[config.mk]
export PLATFORM = sky130hd
export DESIGN_NAME = scp_top
export DESIGN_NICKNAME = d
export VERILOG_FILES = /design/src/scp_pkg.sv /design/src/scp_crc16.sv /design/src/scp_sdlc_rx.sv /design/src/scp_top.sv
export SDC_FILE = /design/constraint.sdc
export NUM_CORES = 1
export LEC_CHECK = 0
export CAP_MARGIN = 0
export CORE_ASPECT_RATIO = 0.8
export CORE_MARGIN = 2
export CORE_UTILIZATION = 43
export CTS_CLUSTER_DIAMETER = 40
export DETAILED_ROUTE_END_ITERATION = 7
export DONT_BUFFER_PORTS = 1
export GPL_ROUTABILITY_DRIVEN = 0
export PLACE_DENSITY = 0.65
export SYNTH_ARGS = -nofsm -noshare
export SYNTH_HDL_FRONTEND = slang
export SYNTH_SLANG_ARGS = --single-unit
[constraint.sdc]
create_clock -name clk_in -period 4.7 [get_ports clk_in]
set_input_delay 0.235 -clock clk_in [delete_from_list [all_inputs] [get_ports clk_in]]
set_output_delay 0.235 -clock clk_in [all_outputs]
set_load 0.05 [all_outputs]
[src/scp_pkg.sv]
package scp_pkg;
   // bus select codes {control/data, channel}
   localparam logic [1:0] SEL_A_DATA = 2'h0;
   localparam logic [1:0] SEL_B_DATA = 2'h1;
   localparam logic [1:0] SEL_A_CTL = 2'h2;
   localparam logic [1:0] SEL_B_CTL = 2'h3;
   // command byte fields
   localparam int PTR_LSB = 0;
   localparam int PTR_MSB = 2;
   localparam int CMD_LSB = 3;
   localparam int CMD_MSB = 5;
   localparam int CRC_LSB = 6;
   localparam int CRC_MSB = 7;
   // write register indices
   localparam logic [2:0] REG_CMD = 3'h0;
   localparam logic [2:0] REG_IRQ = 3'h1;
   localparam logic [2:0] REG_RX = 3'h3;
   localparam logic [2:0] REG_MODE = 3'h4;
   localparam logic [2:0] REG_ADDR = 3'h6;
   localparam logic [2:0] REG_FLAG = 3'h7;
   // read register indices
   localparam logic [2:0] RD_PRIMARY = 3'h0;
   localparam logic [2:0] RD_SPECIAL = 3'h1;
   localparam logic [2:0] RD_TXCRC_LO = 3'h5;
   localparam logic [2:0] RD_TXCRC_HI = 3'h6;
   // command codes
   localparam logic [2:0] CMD_NULL = 3'h0;
   localparam logic [2:0] CMD_ABORT = 3'h1;
   localparam logic [2:0] CMD_EXT_RST = 3'h2;
   localparam logic [2:0] CMD_CHRST = 3'h3;
   localparam logic [2:0] CMD_NEXT_RX = 3'h4;
   localparam logic [2:0] CMD_TX_PEND_RST = 3'h5;
   localparam logic [2:0] CMD_ERR_RST = 3'h6;
   localparam logic [2:0] CMD_RETI = 3'h7;
   // crc reset codes
   localparam logic [1:0] CRC_NONE = 2'h0;
   localparam logic [1:0] CRC_RST_RX = 2'h1;
   localparam logic [1:0] CRC_RST_TX = 2'h2;
   localparam logic [1:0] CRC_RST_EOM = 2'h3;
   // interrupt / wait-ready register bits
   localparam int IRQ_EXT_IE = 0;
   localparam int IRQ_TX_IE = 1;
   localparam int IRQ_RXM_LSB = 3;
   localparam int IRQ_RXM_MSB = 4;
   localparam int IRQ_WR_RX = 5;
   localparam int IRQ_WR_EN = 7;
   localparam logic [1:0] RXM_OFF = 2'h0;
   localparam logic [1:0] RXM_FIRST = 2'h1;
   // receiver control bits
   localparam int RX_EN_BIT = 0;
   localparam int RX_ADDR_BIT = 2;
   localparam int RX_HUNT_BIT = 4;
   localparam int RX_AUTO_BIT = 5;
   // mode parameter field
   localparam int MODE_LSB = 4;
   localparam int MODE_MSB = 5;
   localparam logic [1:0] MODE_SDLC = 2'h2;
   // status bit positions
   localparam int PS_RX_AVAIL = 0;
   localparam int PS_INT_PEND = 1;
   localparam int PS_TX_EMPTY = 2;
   localparam int PS_CARRIER = 3;
   localparam int PS_EOM = 6;
   localparam int PS_ABORT = 7;
   localparam int SS_OVERRUN = 5;
   localparam int SS_CRC_ERR = 6;
   localparam int SS_EOF = 7;
   // crc and framing constants
   localparam logic [15:0] CRC_POLY = 16'h1021;
   localparam logic [15:0] CRC_ONES = 16'hffff;
   localparam logic [15:0] CRC_ZEROS = 16'h0000;
   localparam logic [15:0] CRC_RESIDUE = 16'h1d0f;
   localparam logic [7:0] GLOBAL_ADDR = 8'hff;
   localparam logic [7:0] TX_IDLE = 8'hff;
   localparam logic [2:0] STUFF_ONES = 3'h5;
   localparam logic [2:0] ABORT_ONES = 3'h7;
   localparam logic [3:0] WIN_FULL = 4'h8;
   localparam logic [2:0] CHAR_LAST = 3'h7;
   localparam logic [3:0] TX_ABORT_LEN = 4'h8;
   localparam logic [2:0] TX_LAST_BIT = 3'h7;
endpackage : scp_pkg

[src/scp_crc16.sv]
`timescale 1ns/1ps
module scp_crc16 (
   // clock and reset
   input wire logic clk_in,
   input wire logic rst_in,
   // control
   input wire logic preset_in,
   input wire logic [15:0] preset_val_in,
   input wire logic bit_stb_in,
   input wire logic bit_in,
   // result
   output logic [15:0] crc_out
);
   logic [15:0] crc_r;
   logic fb;

   assign fb = crc_r[15] ^ bit_in;

   // bit-serial update, preset has priority
   always_ff @(posedge clk_in) begin
      if (rst_in) begin
         crc_r <= scp_pkg::CRC_ZEROS;
      end else if (preset_in) begin
         crc_r <= preset_val_in;
      end else if (bit_stb_in) begin
         crc_r <= {crc_r[14:0], 1'b0} ^ (fb ? scp_pkg::CRC_POLY : 16'h0000);
      end
   end

   assign crc_out = crc_r;
endmodule : scp_crc16

[src/scp_sdlc_rx.sv]
`timescale 1ns/1ps
module scp_sdlc_rx (
   // clock and reset
   input wire logic clk_in,
   input wire logic rst_in,
   // control
   input wire logic enable_in,
   input wire logic hunt_in,
   input wire logic [7:0] flag_pat_in,
   // serial bit stream
   input wire logic bit_stb_in,
   input wire logic bit_in,
   // frame events and data
   output logic flag_out,
   output logic abort_out,
   output logic data_stb_out,
   output logic data_bit_out,
   output logic char_stb_out,
   output logic [7:0] char_out
);
   logic [2:0] ones_r;
   logic [7:0] win_r;
   logic [3:0] fill_r;
   logic [2:0] nbit_r;
   logic [7:0] sh_r;
   logic [7:0] chr_r;
   logic hunt_r, flag_r, dstb_r, dbit_r, cstb_r;
   logic [7:0] win_nxt;
   logic stuffed;

   assign win_nxt = {bit_in, win_r[7:1]};
   assign stuffed = !bit_in && (ones_r == scp_pkg::STUFF_ONES);

   // destuffing, flag window and character assembly
   always_ff @(posedge clk_in) begin
      if (rst_in || !enable_in) begin
         ones_r <= 3'h0;
         win_r <= 8'h00;
         fill_r <= 4'h0;
         nbit_r <= 3'h0;
         sh_r <= 8'h00;
         chr_r <= 8'h00;
         hunt_r <= 1'b1;
         flag_r <= 1'b0;
         dstb_r <= 1'b0;
         dbit_r <= 1'b0;
         cstb_r <= 1'b0;
      end else begin
         flag_r <= 1'b0;
         dstb_r <= 1'b0;
         cstb_r <= 1'b0;
         if (hunt_in) begin
            hunt_r <= 1'b1;
            fill_r <= 4'h0;
         end else if (bit_stb_in) begin
            if (!bit_in) begin
               ones_r <= 3'h0;
            end else if (ones_r != scp_pkg::ABORT_ONES) begin
               ones_r <= ones_r + 3'h1;
            end
            if (bit_in && ones_r >= scp_pkg::ABORT_ONES - 3'h1) begin
               hunt_r <= 1'b1;
               fill_r <= 4'h0;
            end else if (!stuffed) begin
               win_r <= win_nxt;
               if (win_nxt == flag_pat_in) begin
                  flag_r <= 1'b1;
                  hunt_r <= 1'b0;
                  fill_r <= 4'h0;
                  nbit_r <= 3'h0;
               end else if (fill_r != scp_pkg::WIN_FULL) begin
                  fill_r <= fill_r + 4'h1;
               end else if (!hunt_r) begin
                  dstb_r <= 1'b1;
                  dbit_r <= win_r[0];
                  sh_r <= {win_r[0], sh_r[7:1]};
                  nbit_r <= nbit_r + 3'h1;
                  if (nbit_r == scp_pkg::CHAR_LAST) begin
                     cstb_r <= 1'b1;
                     chr_r <= {win_r[0], sh_r[7:1]};
                  end
               end
            end
         end
      end
   end

   assign flag_out = flag_r;
   assign abort_out = (ones_r == scp_pkg::ABORT_ONES);
   assign data_stb_out = dstb_r;
   assign data_bit_out = dbit_r;
   assign char_stb_out = cstb_r;
   assign char_out = chr_r;
endmodule : scp_sdlc_rx

[src/scp_top.sv]
`timescale 1ns/1ps
// Behaviour
// - sdlc crc covers every character, no delay
// - crc result ready at closing flag
// - programmed flag opens and closes frames
// - auto enables wait for carrier detect
// - address search matches secondary or global
// - overrun special, carrier/abort external interrupts
// - closing flag: end of frame, drop receive wait/ready
// - seven or more ones flag abort
// - abort end clears bit, interrupts again
// - select pins decode channel and data/command
// - eight registers, pointer byte then data
// - any reset points at command register
// - pointer returns to command after access
// - crc code, command, pointer in one byte
// - eight command codes decoded
// - null command changes nothing
// - send abort emits eight ones, sdlc only
// - external status latched until reset command
// - channel reset; channel a clears priority
// - next character command re-arms first-character mode
// - crc reset codes decoded
// - sdlc crc presets to all ones
// - error reset clears latched errors
module scp_top (
   // clock and reset
   input wire logic clk_in,
   input wire logic sys_rst_in,
   // host and dma byte bus
   input wire logic cs_in,
   input wire logic wr_stb_in,
   input wire logic rd_stb_in,
   input wire logic cd_sel_in,
   input wire logic ab_sel_in,
   input wire logic [7:0] data_in,
   output logic [7:0] data_out,
   // interrupt handshake
   input wire logic int_ack_in,
   output logic int_out,
   // serial lines, bit 0 is channel a
   input wire logic [1:0] rx_bit_in,
   input wire logic [1:0] rx_bit_stb_in,
   input wire logic [1:0] carrier_detect_in,
   input wire logic [1:0] tx_bit_stb_in,
   output logic [1:0] tx_bit_out,
   output logic [1:0] wait_ready_n_out
);
   typedef enum logic [2:0] {
      FR_HUNT = 3'b001,
      FR_ADDR = 3'b010,
      FR_DATA = 3'b100
   } scp_frame_t;

   logic [1:0] bus_sel;
   logic [1:0] pend_w;
   logic [1:0] chrst_w;
   logic reti_a;
   logic [7:0] rd_ctl_w [0:1];
   logic [7:0] rd_dat_w [0:1];
   logic [7:0] data_r;
   logic insvc_r;

   assign bus_sel = {cd_sel_in, ab_sel_in};

   ////////////////////////////////////////////////////////////////////
   // shared bus answer and interrupt line

   // registered read answer, one cycle after the strobe
   always_ff @(posedge clk_in) begin
      if (sys_rst_in) begin
         data_r <= 8'h00;
      end else if (cs_in && rd_stb_in) begin
         unique case (bus_sel)
            scp_pkg::SEL_A_DATA: data_r <= rd_dat_w[0];
            scp_pkg::SEL_B_DATA: data_r <= rd_dat_w[1];
            scp_pkg::SEL_A_CTL: data_r <= rd_ctl_w[0];
            scp_pkg::SEL_B_CTL: data_r <= rd_ctl_w[1];
         endcase
      end
   end
   assign data_out = data_r;

   // in-service latch of the priority logic
   always_ff @(posedge clk_in) begin
      if (sys_rst_in || chrst_w[0] || reti_a) begin
         insvc_r <= 1'b0;
      end else if (int_ack_in) begin
         insvc_r <= 1'b1;
      end
   end

   assign int_out = (|pend_w) && !insvc_r;

   ////////////////////////////////////////////////////////////////////
   // per-channel logic

   for (genvar ch = 0; ch < 2; ch++) begin : g_ch
      localparam logic [1:0] SEL_D =
         (ch == 0) ? scp_pkg::SEL_A_DATA : scp_pkg::SEL_B_DATA;
      localparam logic [1:0] SEL_C =
         (ch == 0) ? scp_pkg::SEL_A_CTL : scp_pkg::SEL_B_CTL;

      logic ctl_wr, ctl_rd, dat_wr, dat_rd, cmd_wr, chan_rst, chrst_r;
      logic [7:0] wreg_r [0:7];
      logic [2:0] ptr_r, cmd;
      logic [1:0] crcc, rxm;
      logic sdlc, rx_go, hunt, addr_ok, addr_miss, accept, eof;
      logic flag, abort, dstb, dbit, cstb;
      logic [7:0] chr;
      logic [15:0] rx_crc, tx_crc, crc_pre_val;
      scp_frame_t fr_r, fr_nxt;
      logic [7:0] rbuf_r;
      logic rfull_r, ovr_r, eof_r, crcerr_r, rxpend_r, armed_r, sppend_r;
      logic [1:0] snap_r, live;
      logic extlat_r, extpend_r;
      logic [7:0] tbuf_r, tsh_r;
      logic tfull_r, tpend_r, tout_r, tsend_r, eom_r;
      logic [2:0] tcnt_r;
      logic [3:0] tabort_r;
      logic abort_cmd, tx_crc_stb, wr_stop_r, wr_act;
      logic [7:0] ps, ss;

      // bus decode for this channel
      assign ctl_wr = cs_in && wr_stb_in && (bus_sel == SEL_C);
      assign ctl_rd = cs_in && rd_stb_in && (bus_sel == SEL_C);
      assign dat_wr = cs_in && wr_stb_in && (bus_sel == SEL_D);
      assign dat_rd = cs_in && rd_stb_in && (bus_sel == SEL_D);
      assign cmd_wr = ctl_wr && (ptr_r == scp_pkg::REG_CMD);
      assign cmd = data_in[scp_pkg::CMD_MSB:scp_pkg::CMD_LSB];
      assign crcc = data_in[scp_pkg::CRC_MSB:scp_pkg::CRC_LSB];
      assign chan_rst = sys_rst_in || chrst_r;
      assign chrst_w[ch] = chrst_r;

      if (ch == 0) begin : g_reti
         assign reti_a = cmd_wr && (cmd == scp_pkg::CMD_RETI);
      end

      // channel reset acts one cycle after the command
      always_ff @(posedge clk_in) begin
         if (sys_rst_in) begin
            chrst_r <= 1'b0;
         end else begin
            chrst_r <= cmd_wr && (cmd == scp_pkg::CMD_CHRST);
         end
      end

      // register pointer
      always_ff @(posedge clk_in) begin
         if (chan_rst) begin
            ptr_r <= scp_pkg::REG_CMD;
         end else if (cmd_wr) begin
            ptr_r <= data_in[scp_pkg::PTR_MSB:scp_pkg::PTR_LSB];
         end else if ((ctl_wr || ctl_rd) && ptr_r != scp_pkg::REG_CMD) begin
            ptr_r <= scp_pkg::REG_CMD;
         end
      end

      // write registers, second byte of a pointed access
      always_ff @(posedge clk_in) begin
         if (chan_rst) begin
            for (int i = 0; i < 8; i++) begin
               wreg_r[i] <= 8'h00;
            end
         end else if (ctl_wr && ptr_r != scp_pkg::REG_CMD) begin
            wreg_r[ptr_r] <= data_in;
         end
      end

      // mode and receiver control decode
      assign sdlc =
         wreg_r[scp_pkg::REG_MODE][scp_pkg::MODE_MSB:scp_pkg::MODE_LSB] ==
         scp_pkg::MODE_SDLC;
      assign rx_go = wreg_r[scp_pkg::REG_RX][scp_pkg::RX_EN_BIT] &&
                     (!wreg_r[scp_pkg::REG_RX][scp_pkg::RX_AUTO_BIT] ||
                      carrier_detect_in[ch]);
      assign rxm =
         wreg_r[scp_pkg::REG_IRQ][scp_pkg::IRQ_RXM_MSB:scp_pkg::IRQ_RXM_LSB];
      assign addr_ok = !wreg_r[scp_pkg::REG_RX][scp_pkg::RX_ADDR_BIT] ||
                       chr == wreg_r[scp_pkg::REG_ADDR] ||
                       chr == scp_pkg::GLOBAL_ADDR;
      assign addr_miss = (fr_r == FR_ADDR) && cstb && !addr_ok;
      assign hunt = addr_miss || (ctl_wr && ptr_r == scp_pkg::REG_RX &&
                                  data_in[scp_pkg::RX_HUNT_BIT]);
      assign accept = cstb && (fr_r == FR_DATA ||
                               (fr_r == FR_ADDR && addr_ok));
      assign eof = (fr_r == FR_DATA) && flag;

      scp_sdlc_rx u_rx (
         .clk_in(clk_in),
         .rst_in(chan_rst),
         .enable_in(rx_go),
         .hunt_in(hunt),
         .flag_pat_in(wreg_r[scp_pkg::REG_FLAG]),
         .bit_stb_in(rx_bit_stb_in[ch]),
         .bit_in(rx_bit_in[ch]),
         .flag_out(flag),
         .abort_out(abort),
         .data_stb_out(dstb),
         .data_bit_out(dbit),
         .char_stb_out(cstb),
         .char_out(chr)
      );

      // crc preset value depends on mode
      assign crc_pre_val = sdlc ? scp_pkg::CRC_ONES : scp_pkg::CRC_ZEROS;

      // receive checker: flag or command presets, every data bit counts
      scp_crc16 u_rx_crc (
         .clk_in(clk_in),
         .rst_in(chan_rst),
         .preset_in(flag || (cmd_wr && crcc == scp_pkg::CRC_RST_RX)),
         .preset_val_in(crc_pre_val),
         .bit_stb_in(dstb && fr_r != FR_HUNT),
         .bit_in(dbit),
         .crc_out(rx_crc)
      );

      // frame sequencing
      always_comb begin
         fr_nxt = fr_r;
         unique case (fr_r)
            FR_HUNT: if (flag) fr_nxt = FR_ADDR;
            FR_ADDR: if (cstb) fr_nxt = addr_ok ? FR_DATA : FR_HUNT;
            FR_DATA: if (flag) fr_nxt = FR_ADDR;
            default: fr_nxt = FR_HUNT;
         endcase
         if (abort || !rx_go || hunt) fr_nxt = FR_HUNT;
      end

      always_ff @(posedge clk_in) begin
         if (chan_rst) begin
            fr_r <= FR_HUNT;
         end else begin
            fr_r <= fr_nxt;
         end
      end

      // receive buffer, a new character wins over the read
      always_ff @(posedge clk_in) begin
         if (chan_rst) begin
            rbuf_r <= 8'h00;
            rfull_r <= 1'b0;
         end else begin
            if (dat_rd) rfull_r <= 1'b0;
            if (accept) begin
               rbuf_r <= chr;
               rfull_r <= 1'b1;
            end
         end
      end

      // latched error and end-of-frame flags
      always_ff @(posedge clk_in) begin
         if (chan_rst) begin
            ovr_r <= 1'b0;
            eof_r <= 1'b0;
            crcerr_r <= 1'b0;
         end else begin
            if (cmd_wr && cmd == scp_pkg::CMD_ERR_RST) begin
               ovr_r <= 1'b0;
               eof_r <= 1'b0;
               crcerr_r <= 1'b0;
            end
            if (accept && rfull_r && !dat_rd) ovr_r <= 1'b1;
            if (eof) begin
               eof_r <= 1'b1;
               crcerr_r <= (rx_crc != scp_pkg::CRC_RESIDUE);
            end
         end
      end

      // character and special receive interrupts
      always_ff @(posedge clk_in) begin
         if (chan_rst) begin
            rxpend_r <= 1'b0;
            armed_r <= 1'b1;
            sppend_r <= 1'b0;
         end else begin
            if (dat_rd) rxpend_r <= 1'b0;
            if (cmd_wr && cmd == scp_pkg::CMD_NEXT_RX) armed_r <= 1'b1;
            if (accept && rxm == scp_pkg::RXM_FIRST && armed_r) begin
               rxpend_r <= 1'b1;
               armed_r <= 1'b0;
            end
            if (accept && rxm[1]) rxpend_r <= 1'b1;
            if (cmd_wr && cmd == scp_pkg::CMD_ERR_RST) sppend_r <= 1'b0;
            if (rxm != scp_pkg::RXM_OFF &&
                (eof || (accept && rfull_r && !dat_rd))) begin
               sppend_r <= 1'b1;
            end
         end
      end

      // external status: snapshot frozen while latched
      assign live = {abort, carrier_detect_in[ch]};

      always_ff @(posedge clk_in) begin
         if (chan_rst) begin
            snap_r <= 2'h0;
            extlat_r <= 1'b0;
            extpend_r <= 1'b0;
         end else begin
            if (cmd_wr && cmd == scp_pkg::CMD_EXT_RST) begin
               extlat_r <= 1'b0;
               extpend_r <= 1'b0;
            end
            if (!extlat_r && live != snap_r) begin
               snap_r <= live;
               if (wreg_r[scp_pkg::REG_IRQ][scp_pkg::IRQ_EXT_IE]) begin
                  extlat_r <= 1'b1;
                  extpend_r <= 1'b1;
               end
            end
         end
      end

      // transmitter: flag idle, buffered bytes, abort run
      assign abort_cmd = cmd_wr && cmd == scp_pkg::CMD_ABORT && sdlc;

      always_ff @(posedge clk_in) begin
         if (chan_rst) begin
            tbuf_r <= 8'h00;
            tsh_r <= scp_pkg::TX_IDLE;
            tfull_r <= 1'b0;
            tpend_r <= 1'b0;
            tout_r <= 1'b1;
            tsend_r <= 1'b0;
            eom_r <= 1'b0;
            tcnt_r <= 3'h0;
            tabort_r <= 4'h0;
         end else begin
            if (cmd_wr && cmd == scp_pkg::CMD_TX_PEND_RST) tpend_r <= 1'b0;
            if (cmd_wr && crcc == scp_pkg::CRC_RST_EOM) eom_r <= 1'b0;
            if (abort_cmd) begin
               tabort_r <= scp_pkg::TX_ABORT_LEN;
               tcnt_r <= 3'h0;
               tsend_r <= 1'b0;
               tsh_r <= wreg_r[scp_pkg::REG_FLAG];
            end else if (tx_bit_stb_in[ch]) begin
               if (tabort_r != 4'h0) begin
                  tout_r <= 1'b1;
                  tabort_r <= tabort_r - 4'h1;
               end else begin
                  tout_r <= tsh_r[0];
                  tsh_r <= {1'b1, tsh_r[7:1]};
                  tcnt_r <= tcnt_r + 3'h1;
                  if (tcnt_r == scp_pkg::TX_LAST_BIT) begin
                     if (tfull_r) begin
                        tsh_r <= tbuf_r;
                        tfull_r <= 1'b0;
                        tsend_r <= 1'b1;
                        if (wreg_r[scp_pkg::REG_IRQ][scp_pkg::IRQ_TX_IE]) begin
                           tpend_r <= 1'b1;
                        end
                     end else begin
                        tsh_r <= wreg_r[scp_pkg::REG_FLAG];
                        if (tsend_r) eom_r <= 1'b1;
                        tsend_r <= 1'b0;
                     end
                  end
               end
            end
            if (dat_wr) begin
               tbuf_r <= data_in;
               tfull_r <= 1'b1;
            end
         end
      end
      assign tx_bit_out[ch] = tout_r;

      // transmit generator runs over sent data bits
      assign tx_crc_stb = tx_bit_stb_in[ch] && tabort_r == 4'h0 &&
                          tsend_r && !abort_cmd;

      scp_crc16 u_tx_crc (
         .clk_in(clk_in),
         .rst_in(chan_rst),
         .preset_in(cmd_wr && crcc == scp_pkg::CRC_RST_TX),
         .preset_val_in(crc_pre_val),
         .bit_stb_in(tx_crc_stb),
         .bit_in(tsh_r[0]),
         .crc_out(tx_crc)
      );

      // receive wait/ready stops at frame end until reprogrammed
      always_ff @(posedge clk_in) begin
         if (chan_rst) begin
            wr_stop_r <= 1'b0;
         end else if (eof) begin
            wr_stop_r <= 1'b1;
         end else if (ctl_wr && ptr_r == scp_pkg::REG_IRQ) begin
            wr_stop_r <= 1'b0;
         end
      end

      assign wr_act = wreg_r[scp_pkg::REG_IRQ][scp_pkg::IRQ_WR_EN] &&
                      (wreg_r[scp_pkg::REG_IRQ][scp_pkg::IRQ_WR_RX] ?
                       (rfull_r && !wr_stop_r) : !tfull_r);
      assign wait_ready_n_out[ch] = !wr_act;
      assign pend_w[ch] = rxpend_r || sppend_r || extpend_r || tpend_r;

      // read registers
      always_comb begin
         ps = 8'h00;
         ps[scp_pkg::PS_RX_AVAIL] = rfull_r;
         ps[scp_pkg::PS_INT_PEND] = (ch == 0) && (|pend_w);
         ps[scp_pkg::PS_TX_EMPTY] = !tfull_r;
         ps[scp_pkg::PS_CARRIER] = snap_r[0];
         ps[scp_pkg::PS_EOM] = eom_r;
         ps[scp_pkg::PS_ABORT] = snap_r[1];
         ss = 8'h00;
         ss[scp_pkg::SS_OVERRUN] = ovr_r;
         ss[scp_pkg::SS_CRC_ERR] = crcerr_r;
         ss[scp_pkg::SS_EOF] = eof_r;
         unique case (ptr_r)
            scp_pkg::RD_PRIMARY: rd_ctl_w[ch] = ps;
            scp_pkg::RD_SPECIAL: rd_ctl_w[ch] = ss;
            scp_pkg::RD_TXCRC_LO: rd_ctl_w[ch] = tx_crc[7:0];
            scp_pkg::RD_TXCRC_HI: rd_ctl_w[ch] = tx_crc[15:8];
            default: rd_ctl_w[ch] = 8'h00;
         endcase
      end
      assign rd_dat_w[ch] = rbuf_r;
   end
endmodule : scp_top

[Word-level counts from Yosys, hierarchy flattened]
Memories as Yosys holds them, arrays and structs flattened.
Index checks and enable logic that the tools add are counted.
Storage, ports and cells
  bits in registers: 261
  RAM bits: 128
  input bits: 24
  output and inout port bits: 13
  word-level logic and storage cells: 594
  memories: 2
Memories
  g_ch[0].wreg_r: words 8, width 8, rd ports 5, clocked after Yosys merged registers in 0, write ports 8, line scp_top.sv:105  | logic [7:0] wreg_r [0:7];
  g_ch[1].wreg_r: words 8, width 8, rd ports 5, clocked after Yosys merged registers in 0, write ports 8, line scp_top.sv:105
Operators by class
  add/sub/neg operators: 10
  $lt $le $gt $ge: 2
  eq/ne operators: 73
  multiplexer cells: 173
  bitwise logic cells: 26
  reduce and logical (&&, ||, !) cells: 230
Operators with widths (count)
  two-way mux 16 bit: 10
  two-way mux 1 bit: 106
  two-way mux 8 bit: 12
  one-hot mux 8 bit (4 select lines): 3
  logical AND 1 bit: 86
  two-way mux 3 bit: 22
  bitwise XOR 16 bit: 4
  nonzero test 2 bit: 30
  two-way mux 4 bit: 14
  == test 3 bit (second input constant): 18
  two-way mux 13 bit: 4
  == test 8 bit: 4
  inequality test 16 x 13 -> 1 bit (second input constant): 2
  OR reduction 8 bit: 4
  logical OR 1 bit: 31
  AND reduction 2 bit: 12
  AND reduction 3 bit: 8
  logical NOT 1 bit: 23
  inequality test 2 bit (second input constant): 10
  adder 3 x 1 -> 3 bit (second input constant): 6
  == test 3 x 2 -> 1 bit (second input constant): 6
  NOT 1 bit: 18
  nonzero test 3 bit: 6
  OR reduction 2 bit: 9
  24 further kinds: 66

[Longest topological paths before layout]
Gate-level depths: netlist (run 1).
An unclocked memory read counts as a cell.
  depth in word-level cells: 12
  depth in mapped cells: 9
  gate-level depth less buffers: 7

[Hierarchy]
Synthesis (run 1) repeated with hierarchy kept, for this count alone.
Second synthesis, totals
  cell total of the unflattened synthesis: 1660
  area total of the unflattened synthesis: 15359.7 um2
Modules (own cells, without submodules)
  scp_top: instances 1, cells an instance 999, area an instance 8762.2 um2, seq. area each 4003.8 um2
  scp_crc16: instances 4, cells an instance 78, area an instance 803.3 um2, seq. area each 320.3 um2
  scp_sdlc_rx (g_ch[0].u_rx): instances 1, cells an instance 172, area an instance 1692.9 um2, seq. area each 740.7 um2
  scp_sdlc_rx (g_ch[1].u_rx): instances 1, cells an instance 177, area an instance 1691.6 um2, seq. area each 740.7 um2

[Worst setup path before layout (run 1)]
No wires, ideal clock.
  path type: flip-flop to flip-flop
  start point: reg g_ch[0].u_rx.ones_r[1]
  end point: reg g_ch[0].u_rx.chr_r[0]
  library setup time: 72 ps
  arrival: 1964 ps
  required time: 4628 ps
  slack: 2665 ps
  cell stages (with the launch flop): 8
  buffers on the path: 0
  period minus slack after synthesis: 2035 ps
  cells stage by stage: dfxtp_1 inv_1 ha_1 o21ai_0 o21ai_2 a2111o_1 nor3_4 mux2i_1
On the way
  longest elaborated chain between the ends: 4
Ends and longest elaborated chain
  from (decl): line scp_sdlc_rx.sv:21  | logic [2:0] ones_r;
  from (signal assigned): line scp_sdlc_rx.sv:59  | ones_r <= ones_r + 3'h1;
  >= comparator 3 bit or == test 3 bit (tied branches): line scp_sdlc_rx.sv:61, scp_sdlc_rx.sv:32
  logical AND 1 bit (on tied branches): line scp_sdlc_rx.sv:61, scp_sdlc_rx.sv:32
  NOT 1 bit (no line)
  AND reduction 8 bit (no line) *
  to (signal assigned): line scp_sdlc_rx.sv:80  | chr_r <= {win_r[0], sh_r[7:1]};
  to (decl): line scp_sdlc_rx.sv:26  | logic [7:0] chr_r;
Every way passes the cells marked *; elsewhere a longest branch is shown, timed or not.
A chain may end at the register's enable or synchronous reset.

[Worst setup path in the final report (run 1)]
  start point: reg g_ch[1].tabort_r[1]
  end point: reg g_ch[1].u_tx_crc.crc_r[14]
On the way
  longest elaborated chain between the ends: 5
Ends and longest elaborated chain
  from (decl): line scp_top.sv:120  | logic [3:0] tabort_r;
  from (signal assigned): line scp_top.sv:336  | tabort_r <= scp_pkg::TX_ABORT_LEN;
  from (signal assigned): line scp_top.sv:343  | tabort_r <= tabort_r - 4'h1;
  logical NOT 4 bit: line scp_top.sv:373  | assign tx_crc_stb = tx_bit_stb_in[ch] && tabort_r == 4'h0 &&
  logical AND 1 bit (2 in a row): line scp_top.sv:373
  logical AND 1 bit: line scp_top.sv:374  | tsend_r && !abort_cmd;
  nonzero test 2 bit (no line)
  to (signal assigned): line scp_crc16.sv:22  | crc_r <= scp_pkg::CRC_ZEROS;
  to (signal assigned): line scp_crc16.sv:24  | crc_r <= preset_val_in;
  to (signal assigned): line scp_crc16.sv:26  | crc_r <= {crc_r[14:0], 1'b0} ^ (fb ? scp_pkg::CRC_POLY : 16'h0000);
  to (decl): line scp_crc16.sv:14  | logic [15:0] crc_r;
Every way passes these cells.

==> run summary, run 1 <==
Initial Util -> 43.9%
first-pass GRT wire length -> 65400 um
Worst Setup End Kind -> flop
die area -> 36100 um2
Post-synth EDFFs -> 54
dpl cells -> 2042
post-layout net count -> 1688
detailed-route DRC error count -> 0
period utilisation layout -> 69.4%
Reg clk slew, reported paths -> 0.06 ns
Overall Global Routing Usage -> 22.9%
Pwr Density -> 408 nW/um2
HPWL Detailed -> 27500 um
routed vias -> 12600
post-route cell area -> 16700 um2
Max Slew Vio Count -> 0
CP Class -> flop to flop
post-synthesis sequential area ratio -> 45.5%
Synth Register Bits -> 311
Root Driver -> clkbuf_16
critical path launch point type -> flop
Post-Synthesis Cells -> 1678
Max IR drop VDD -> 0.323 mV
unrepaired setup endpoints after global routing -> false
mapped cell area -> 14900 um2
Final Skew -> 0.0203 ns
ys async rst share -> 0%
Area growth, synth to finish -> 12.1%
core area -> 33900 um2
Main synth FF type -> dfxtp_1
FMAX -> 307 MHz
Die Height -> 170 um
TNS Setup -> 0 ns
Ports -> 37
Worst Hold Class -> primary input to flop
final core utilization -> 49.2%
synth warn -> 0
final wirelength -> 41200 um
Fin. Hold Viols -> 0
Leak Pwr -> 0.00574 uW
fin cells -> 2141
data required time of the worst path -> 5.15 ns
mean post-synth cell area -> 8.86 um2
status -> complete, no violations
Mapped Nets -> 1723
total of max-cap violations -> 0
worst skew pair latency -> 0.54 ns
Max Buffers Root-to-Sink -> 3
DR WL/cell -> 19.3 um
layout cells sized above 1 -> 7.28%
worst hold stages -> 3
H-tree depth reported by CTS -> 2
Placed Area -> 15000 um2
final setup violation count -> 0
Routed Antenna Nets -> 0
initial DRC count -> 1158
minimum clock period -> 3.26 ns
largest net degree at the start of global routing -> 46
Overflow after GRT -> 0
CTS tree -> built
# clock sinks -> 311
vias per cell -> 5.87
Reg2Reg Depth -> 7
Chip Width -> 212 um
DR pass1 iterations -> 5
CTS buffer count -> 41
Rows -> 60
PortBufs -> 0
Synth cell types -> 80
Worst Max-Slew Pin Slew -> 1.17 ns
crit path DAT -> 3.71 ns
antenna violations before repair -> 1
vias in the first global route -> 11700
Rel. slew slack -> 22.2%
Max FO, Critical Path -> 32
-- registers in the layout, indices dropped and copies added (netlist names), 4 cells and up --
register,count
g_ch.wreg_r,54
g_ch.u_rx.win_r,16
g_ch.u_tx_crc.crc_out,32
g_ch.snap_r,4
g_ch.rbuf_r,16
g_ch.tbuf_r,16
g_ch.u_rx.ones_r,6
data_out,8
g_ch.u_rx_crc.crc_out,32
g_ch.u_rx.char_out,16
g_ch.fr_r,6
g_ch.tcnt_r,6
g_ch.u_rx.fill_r,8
g_ch.u_rx.nbit_r,6
g_ch.tabort_r,8
g_ch.tsh_r,16
g_ch.ptr_r,6
g_ch.u_rx.sh_r,12
-- Yosys cell counts (26+ instances only) --
master    count  area share (%)
clkbuf_1     71             1.8
nand2_1     202             5.1
a21oi_1     139             4.7
a211oi_1     56             2.8
nor3_1       26            0.88
edfxtp_1     54              11
nand3_1      60             2.0
and2_1       54             2.3
dfxtp_1     257              35
o21ai_0      88             3.0
nor2_1      116             2.9
a22oi_1      36             1.8
inv_1        31            0.78
mux2i_1      41             2.8
xor2_1       34             2.0
a31oi_1      40             1.7
nor2b_1      39             1.6
-- through the flow --
step	hold WS [ns]	worst slack (ns)	power [uW]
2_1_floorplan	0.356	2.66	3520
3_3_place_gp	0.321	1.69	3630
3_5_place_dp	0.322	1.52	3650
4_1_cts	0.000303	1.51	6830
5_1_grt	0.0176	1.09	7040
6_report	0.0247	1.44	6800
-- layout make-up --
class | instances | area, um2
diodes | 1 | 2.50
clock buffers | 51 | 1160
clock inverters | 24 | 225
fillers | 3183 | 17200
inverters | 31 | 116
multi-input cells | 1226 | 7510
flip-flops and latches | 311 | 6770
well taps | 465 | 582
repair buffers | 32 | 298
-- path summary, 6_finish.rpt --
check                                    startpoint                      endpoint  slack, ns
worst max-delay path            g_ch[1].tabort_r[1]  g_ch[1].u_tx_crc.crc_out[14]       1.44
worst min-delay path               tx_bit_stb_in[1]           g_ch[1].tabort_r[3]       0.02
worst min register to register    g_ch[1].wr_stop_r             g_ch[1].wr_stop_r       0.45
worst max register to register  g_ch[1].tabort_r[1]  g_ch[1].u_tx_crc.crc_out[14]       1.44
-- report_power, final --
group	total (uW)	internal [uW]	switching (uW)
Combinational	680	267	413
Sequential	2970	2840	124
Clock	3150	1890	1260
-- worst max-delay path, stage by stage, from the launching register on --
cell,delay [ns]
dfxtp_1,0.31
inv_1,0.08
ha_1,0.19
nor3b_1,0.54
nand2_1,0.61
o31ai_4,1.09
nor2_1,0.08
a211oi_1,0.27
-- layout by cell type, fill, tap and decap left out, types with 13 or more instances in the layout --
cell / instances
inv_1: 31
nand4b_1: 13
xnor2_1: 22
nand3_1: 60
nor2_1: 116
a221o_1: 16
and2_1: 54
edfxtp_1: 54
nor2b_1: 39
nand3b_1: 13
dfxtp_1: 257
mux2i_1: 41
clkbuf_16: 45
nor3_1: 26
ha_1: 21
dlygate4sd3_1: 23
a21oi_1: 139
nand4_1: 15
nand2b_1: 23
xor2_1: 34
a211oi_1: 56
nand2_1: 202
o21ai_0: 86
a22oi_1: 36
a31oi_1: 40
-- what timing repair did --
| action | CTS | global route |
|---|---|---|
| setup buffers | 0 | 0 |
| hold buffers | 23 | 0 |
| setup endpoints to repair | 0 | 0 |
| endpoints found under the hold margin | 117 | 0 |
| resized for setup | 0 | 0 |
-- logic make-up after synthesis --
kind of cell	count (synthesis)	synth area share, %
and+or+nand+nor	645	22.5
muxes	43	2.91
xor gates and xnor gates	56	3.30
AOI/OAI and AO/OA	461	19.9
buffers and inverters	141	4.02
adders and majority gates	21	1.77
DFF	311	45.5
-- routing by layer --
layer / part of all wire (%) / vias up / global-route usage, %
met1: 49 / 6025 / 34.6
met3: 7.8 / 61 / 4.28
met5: 0 / - / 0
met4: 2.0 / 0 / 6.55
met2: 42 / 461 / 33.0
li1: - / 6025 / -
Power figures use the tool's default switching activity.
==> run 2, diff against run 1 <==
- clock period: 4.7 -> 3.2 ns (I/O delays scaled with it)
==> run summary, run 2 (synthesized netlist as in run 1, its figures left out) <==
unrepaired setup endpoints after global routing -> false
layout cells sized above 1 -> 8.24% (+0.95 points)
total of max-cap violations -> 0 (unchanged)
antenna cells -> 0 (-1)
Fill cells -> 3151 (-1.0%)
# clock sinks -> 311 (unchanged)
delay of the slowest critical-path stage -> 0.59 ns (-0.50 ns)
r2r setup slk -> 0.63 ns (-0.81 ns)
final worst-path setup slack -> 0.631 ns (-0.807 ns)
Pint -> 7390 uW (+48%)
largest register by flop count -> g_ch.wreg_r
period utilisation layout -> 80.3% (+11 points)
Psw -> 2570 uW (+43%)
Overflow after GRT -> 0 (unchanged)
FMAX -> 389 MHz (+27%)
Chip Width -> 212 um (unchanged)
TNS Setup -> 0 ns (unchanged)
Overall Global Routing Usage -> 23.2% (+0.27 points)
hold endpoint -> g_ch[0].u_rx.ones_r[2]
Comb power frac -> 10.5% (+0.5 points)
Worst Hold Class -> primary input to flop
Final Skew -> 0.0143 ns (-0.00602 ns)
critical hold path startpoint -> rx_bit_stb_in[0]
final setup violation count -> 0 (unchanged)
H-tree depth reported by CTS -> 2 (unchanged)
Reg clk slew, reported paths -> 0.06 ns (about the same)
Die Height -> 170 um (unchanged)
Ports -> 37 (unchanged)
worst skew pair latency -> 0.54 ns (about the same)
max reg flops -> 54 (unchanged)
CTS tree -> built
critical path launch point type -> flop
status -> complete, no violations
routed vias -> 12700 (+1.3%)
data required time of the worst path -> 3.57 ns (-1.58 ns)
Worst Setup End Kind -> flop
crit path DAT -> 2.94 ns (-0.77 ns)
worst path bufs/invs -> 0 (-1)
most frequent cells in the layout -> dfxtp_1 (257), nand2_1 (202), a21oi_1 (139)
Crit path max-delay family -> compound AO/OA/AOI/OAI gates
Area growth, synth to finish -> 13.4%
vias per cell -> 5.88 (+0.19%)
critical path, cell by cell -> or3_1, nor2_1, a21oi_2, o21ai_2, a31oi_1
Fin. Hold Viols -> 0 (unchanged)
RR Startpoint -> g_ch[0].ptr_r[2]
Max IR drop VDD -> 0.374 mV (+16%)
post-layout net count -> 1715 (+1.6%)
Max FO, Critical Path -> 19 (-41%)
RR Endpoint -> g_ch[0].u_rx_crc.crc_out[4]
DR pass1 iterations -> 5 (unchanged)
slowest CP cell -> o21ai_2
PortBufs -> 0 (unchanged)
Rel. slew slack -> 20.5% (-1.7 points)
detailed-route DRC error count -> 0 (unchanged)
Leak Pwr -> 0.00584 uW (+1.8%)
dpl cells -> 2065 (+1.1%)
post-place setup slack -> 0.687 ns (-0.833 ns)
Reg2Reg Depth -> 5 (-2)
vias in the first global route -> 11700 (+0.35%)
Root Driver -> clkbuf_16
first-pass GRT wire length -> 66100 um (+1.1%)
Rows -> 60 (unchanged)
fin cells -> 2165 (+1.1%)
Max Slew Vio Count -> 0 (unchanged)
Initial Util -> 43.9% (unchanged)
post-CTS sizing -> 0 (unchanged)
HPWL Detailed -> 27600 um (+0.39%)
minimum clock period -> 2.57 ns (-0.693 ns)
Hold Slack -> 0.0143 ns (-0.0104 ns)
antenna violations before repair -> 1 (unchanged)
DR WL/cell -> 19.0 um (-1.1%)
worst hold stages -> 3 (unchanged)
Max Buffers Root-to-Sink -> 3 (unchanged)
final wirelength -> 41200 um (about the same)
Routed Antenna Nets -> 0 (unchanged)
switching part of the total -> 25.8% (-0.65 points)
core area -> 33900 um2 (unchanged)
initial DRC count -> 1311 (+13%)
CP Class -> flop to flop
Worst Max-Slew Pin Slew -> 1.19 ns (+0.0273 ns)
Flop pwr share -> 43.7% (about the same)
CTS buffer count -> 39 (-4.9%)
most common cell after layout, fill and taps aside -> dfxtp_1
die area -> 36100 um2 (unchanged)
largest net degree at the start of global routing -> 46 (unchanged)
Pwr Density -> 591 nW/um2 (+45%)
clock power share -> 45.7% (-0.7 points)
-- run 2: final cells by class --
type / count / area (um2) / share of cell area [%]
tap: 465 / 582 / 3.45
inverter: 31 / 116 / 0.691
clock buffer: 49 / 1110 / 6.57
timing repair buffer: 61 / 531 / 3.15
clock inverter: 22 / 236 / 1.40
sequential: 311 / 6770 / 40.2
multi-input combinational: 1226 / 7510 / 44.6
-- run 2: through the flow --
step / utilization, % / instance area, um2 / total power, uW
after floorplan: - / 14900 / 5170
after global placement: 44.9 / 15200 / 5380
after detailed placement: 44.9 / 15200 / 5400
after CTS: 49.8 / 16800 / 10000
after global routing: 49.8 / 16800 / 10300
final: 49.8 / 16800 / 9960
-- run 2: tightest hold or removal path, delay by kind of cell --
family          cells  cell delay [ns]
compound gates      1             0.05
simple gates        2             0.28
-- run 2: worst max path at each step --
stage	from	end	slack [ns]	cells after the start
floorplan	g_ch[0].u_rx.ones_r[1]	g_ch[0].u_rx.char_out[0]	1.16	7
global placement	g_ch[1].tabort_r[0]	g_ch[1].u_tx_crc.crc_out[6]	0.81	8
detailed placement	g_ch[0].ptr_r[2]	g_ch[0].u_rx_crc.crc_out[15]	0.69	5
CTS	g_ch[0].ptr_r[2]	g_ch[0].u_rx_crc.crc_out[15]	0.66	5
global route	g_ch[1].ptr_r[2]	g_ch[1].u_tx_crc.crc_out[6]	0.32	5
finish	g_ch[0].ptr_r[2]	g_ch[0].u_rx_crc.crc_out[4]	0.63	5
-- run 2: timing repair --
item / in CTS / in global routing
hold buffers: 29 / 0
setup buffers: 0 / 0
endpoints found under the hold margin: 131 / 0
endpoints found under the setup margin: 0 / 0
-- run 2: routing by layer --
metal	track usage [%]	share of wire, %	vias up
li1	-	-	6073
met1	35.7	49	6117
met2	33.1	41	481
met3	3.82	8.3	66
met4	6.49	2.2	0
met5	0	0	-
-- run 2: power groups by stage --
stage          registers (uW)  logic (uW)  clock network [uW]
5_1_grt                  4380        1170                4770
3_3_place_gp             4430         946                   0
3_5_place_dp             4440         962                   0
4_1_cts                  4350        1040                4610
6_report                 4360        1050                4550
2_1_floorplan            4360         804                   0
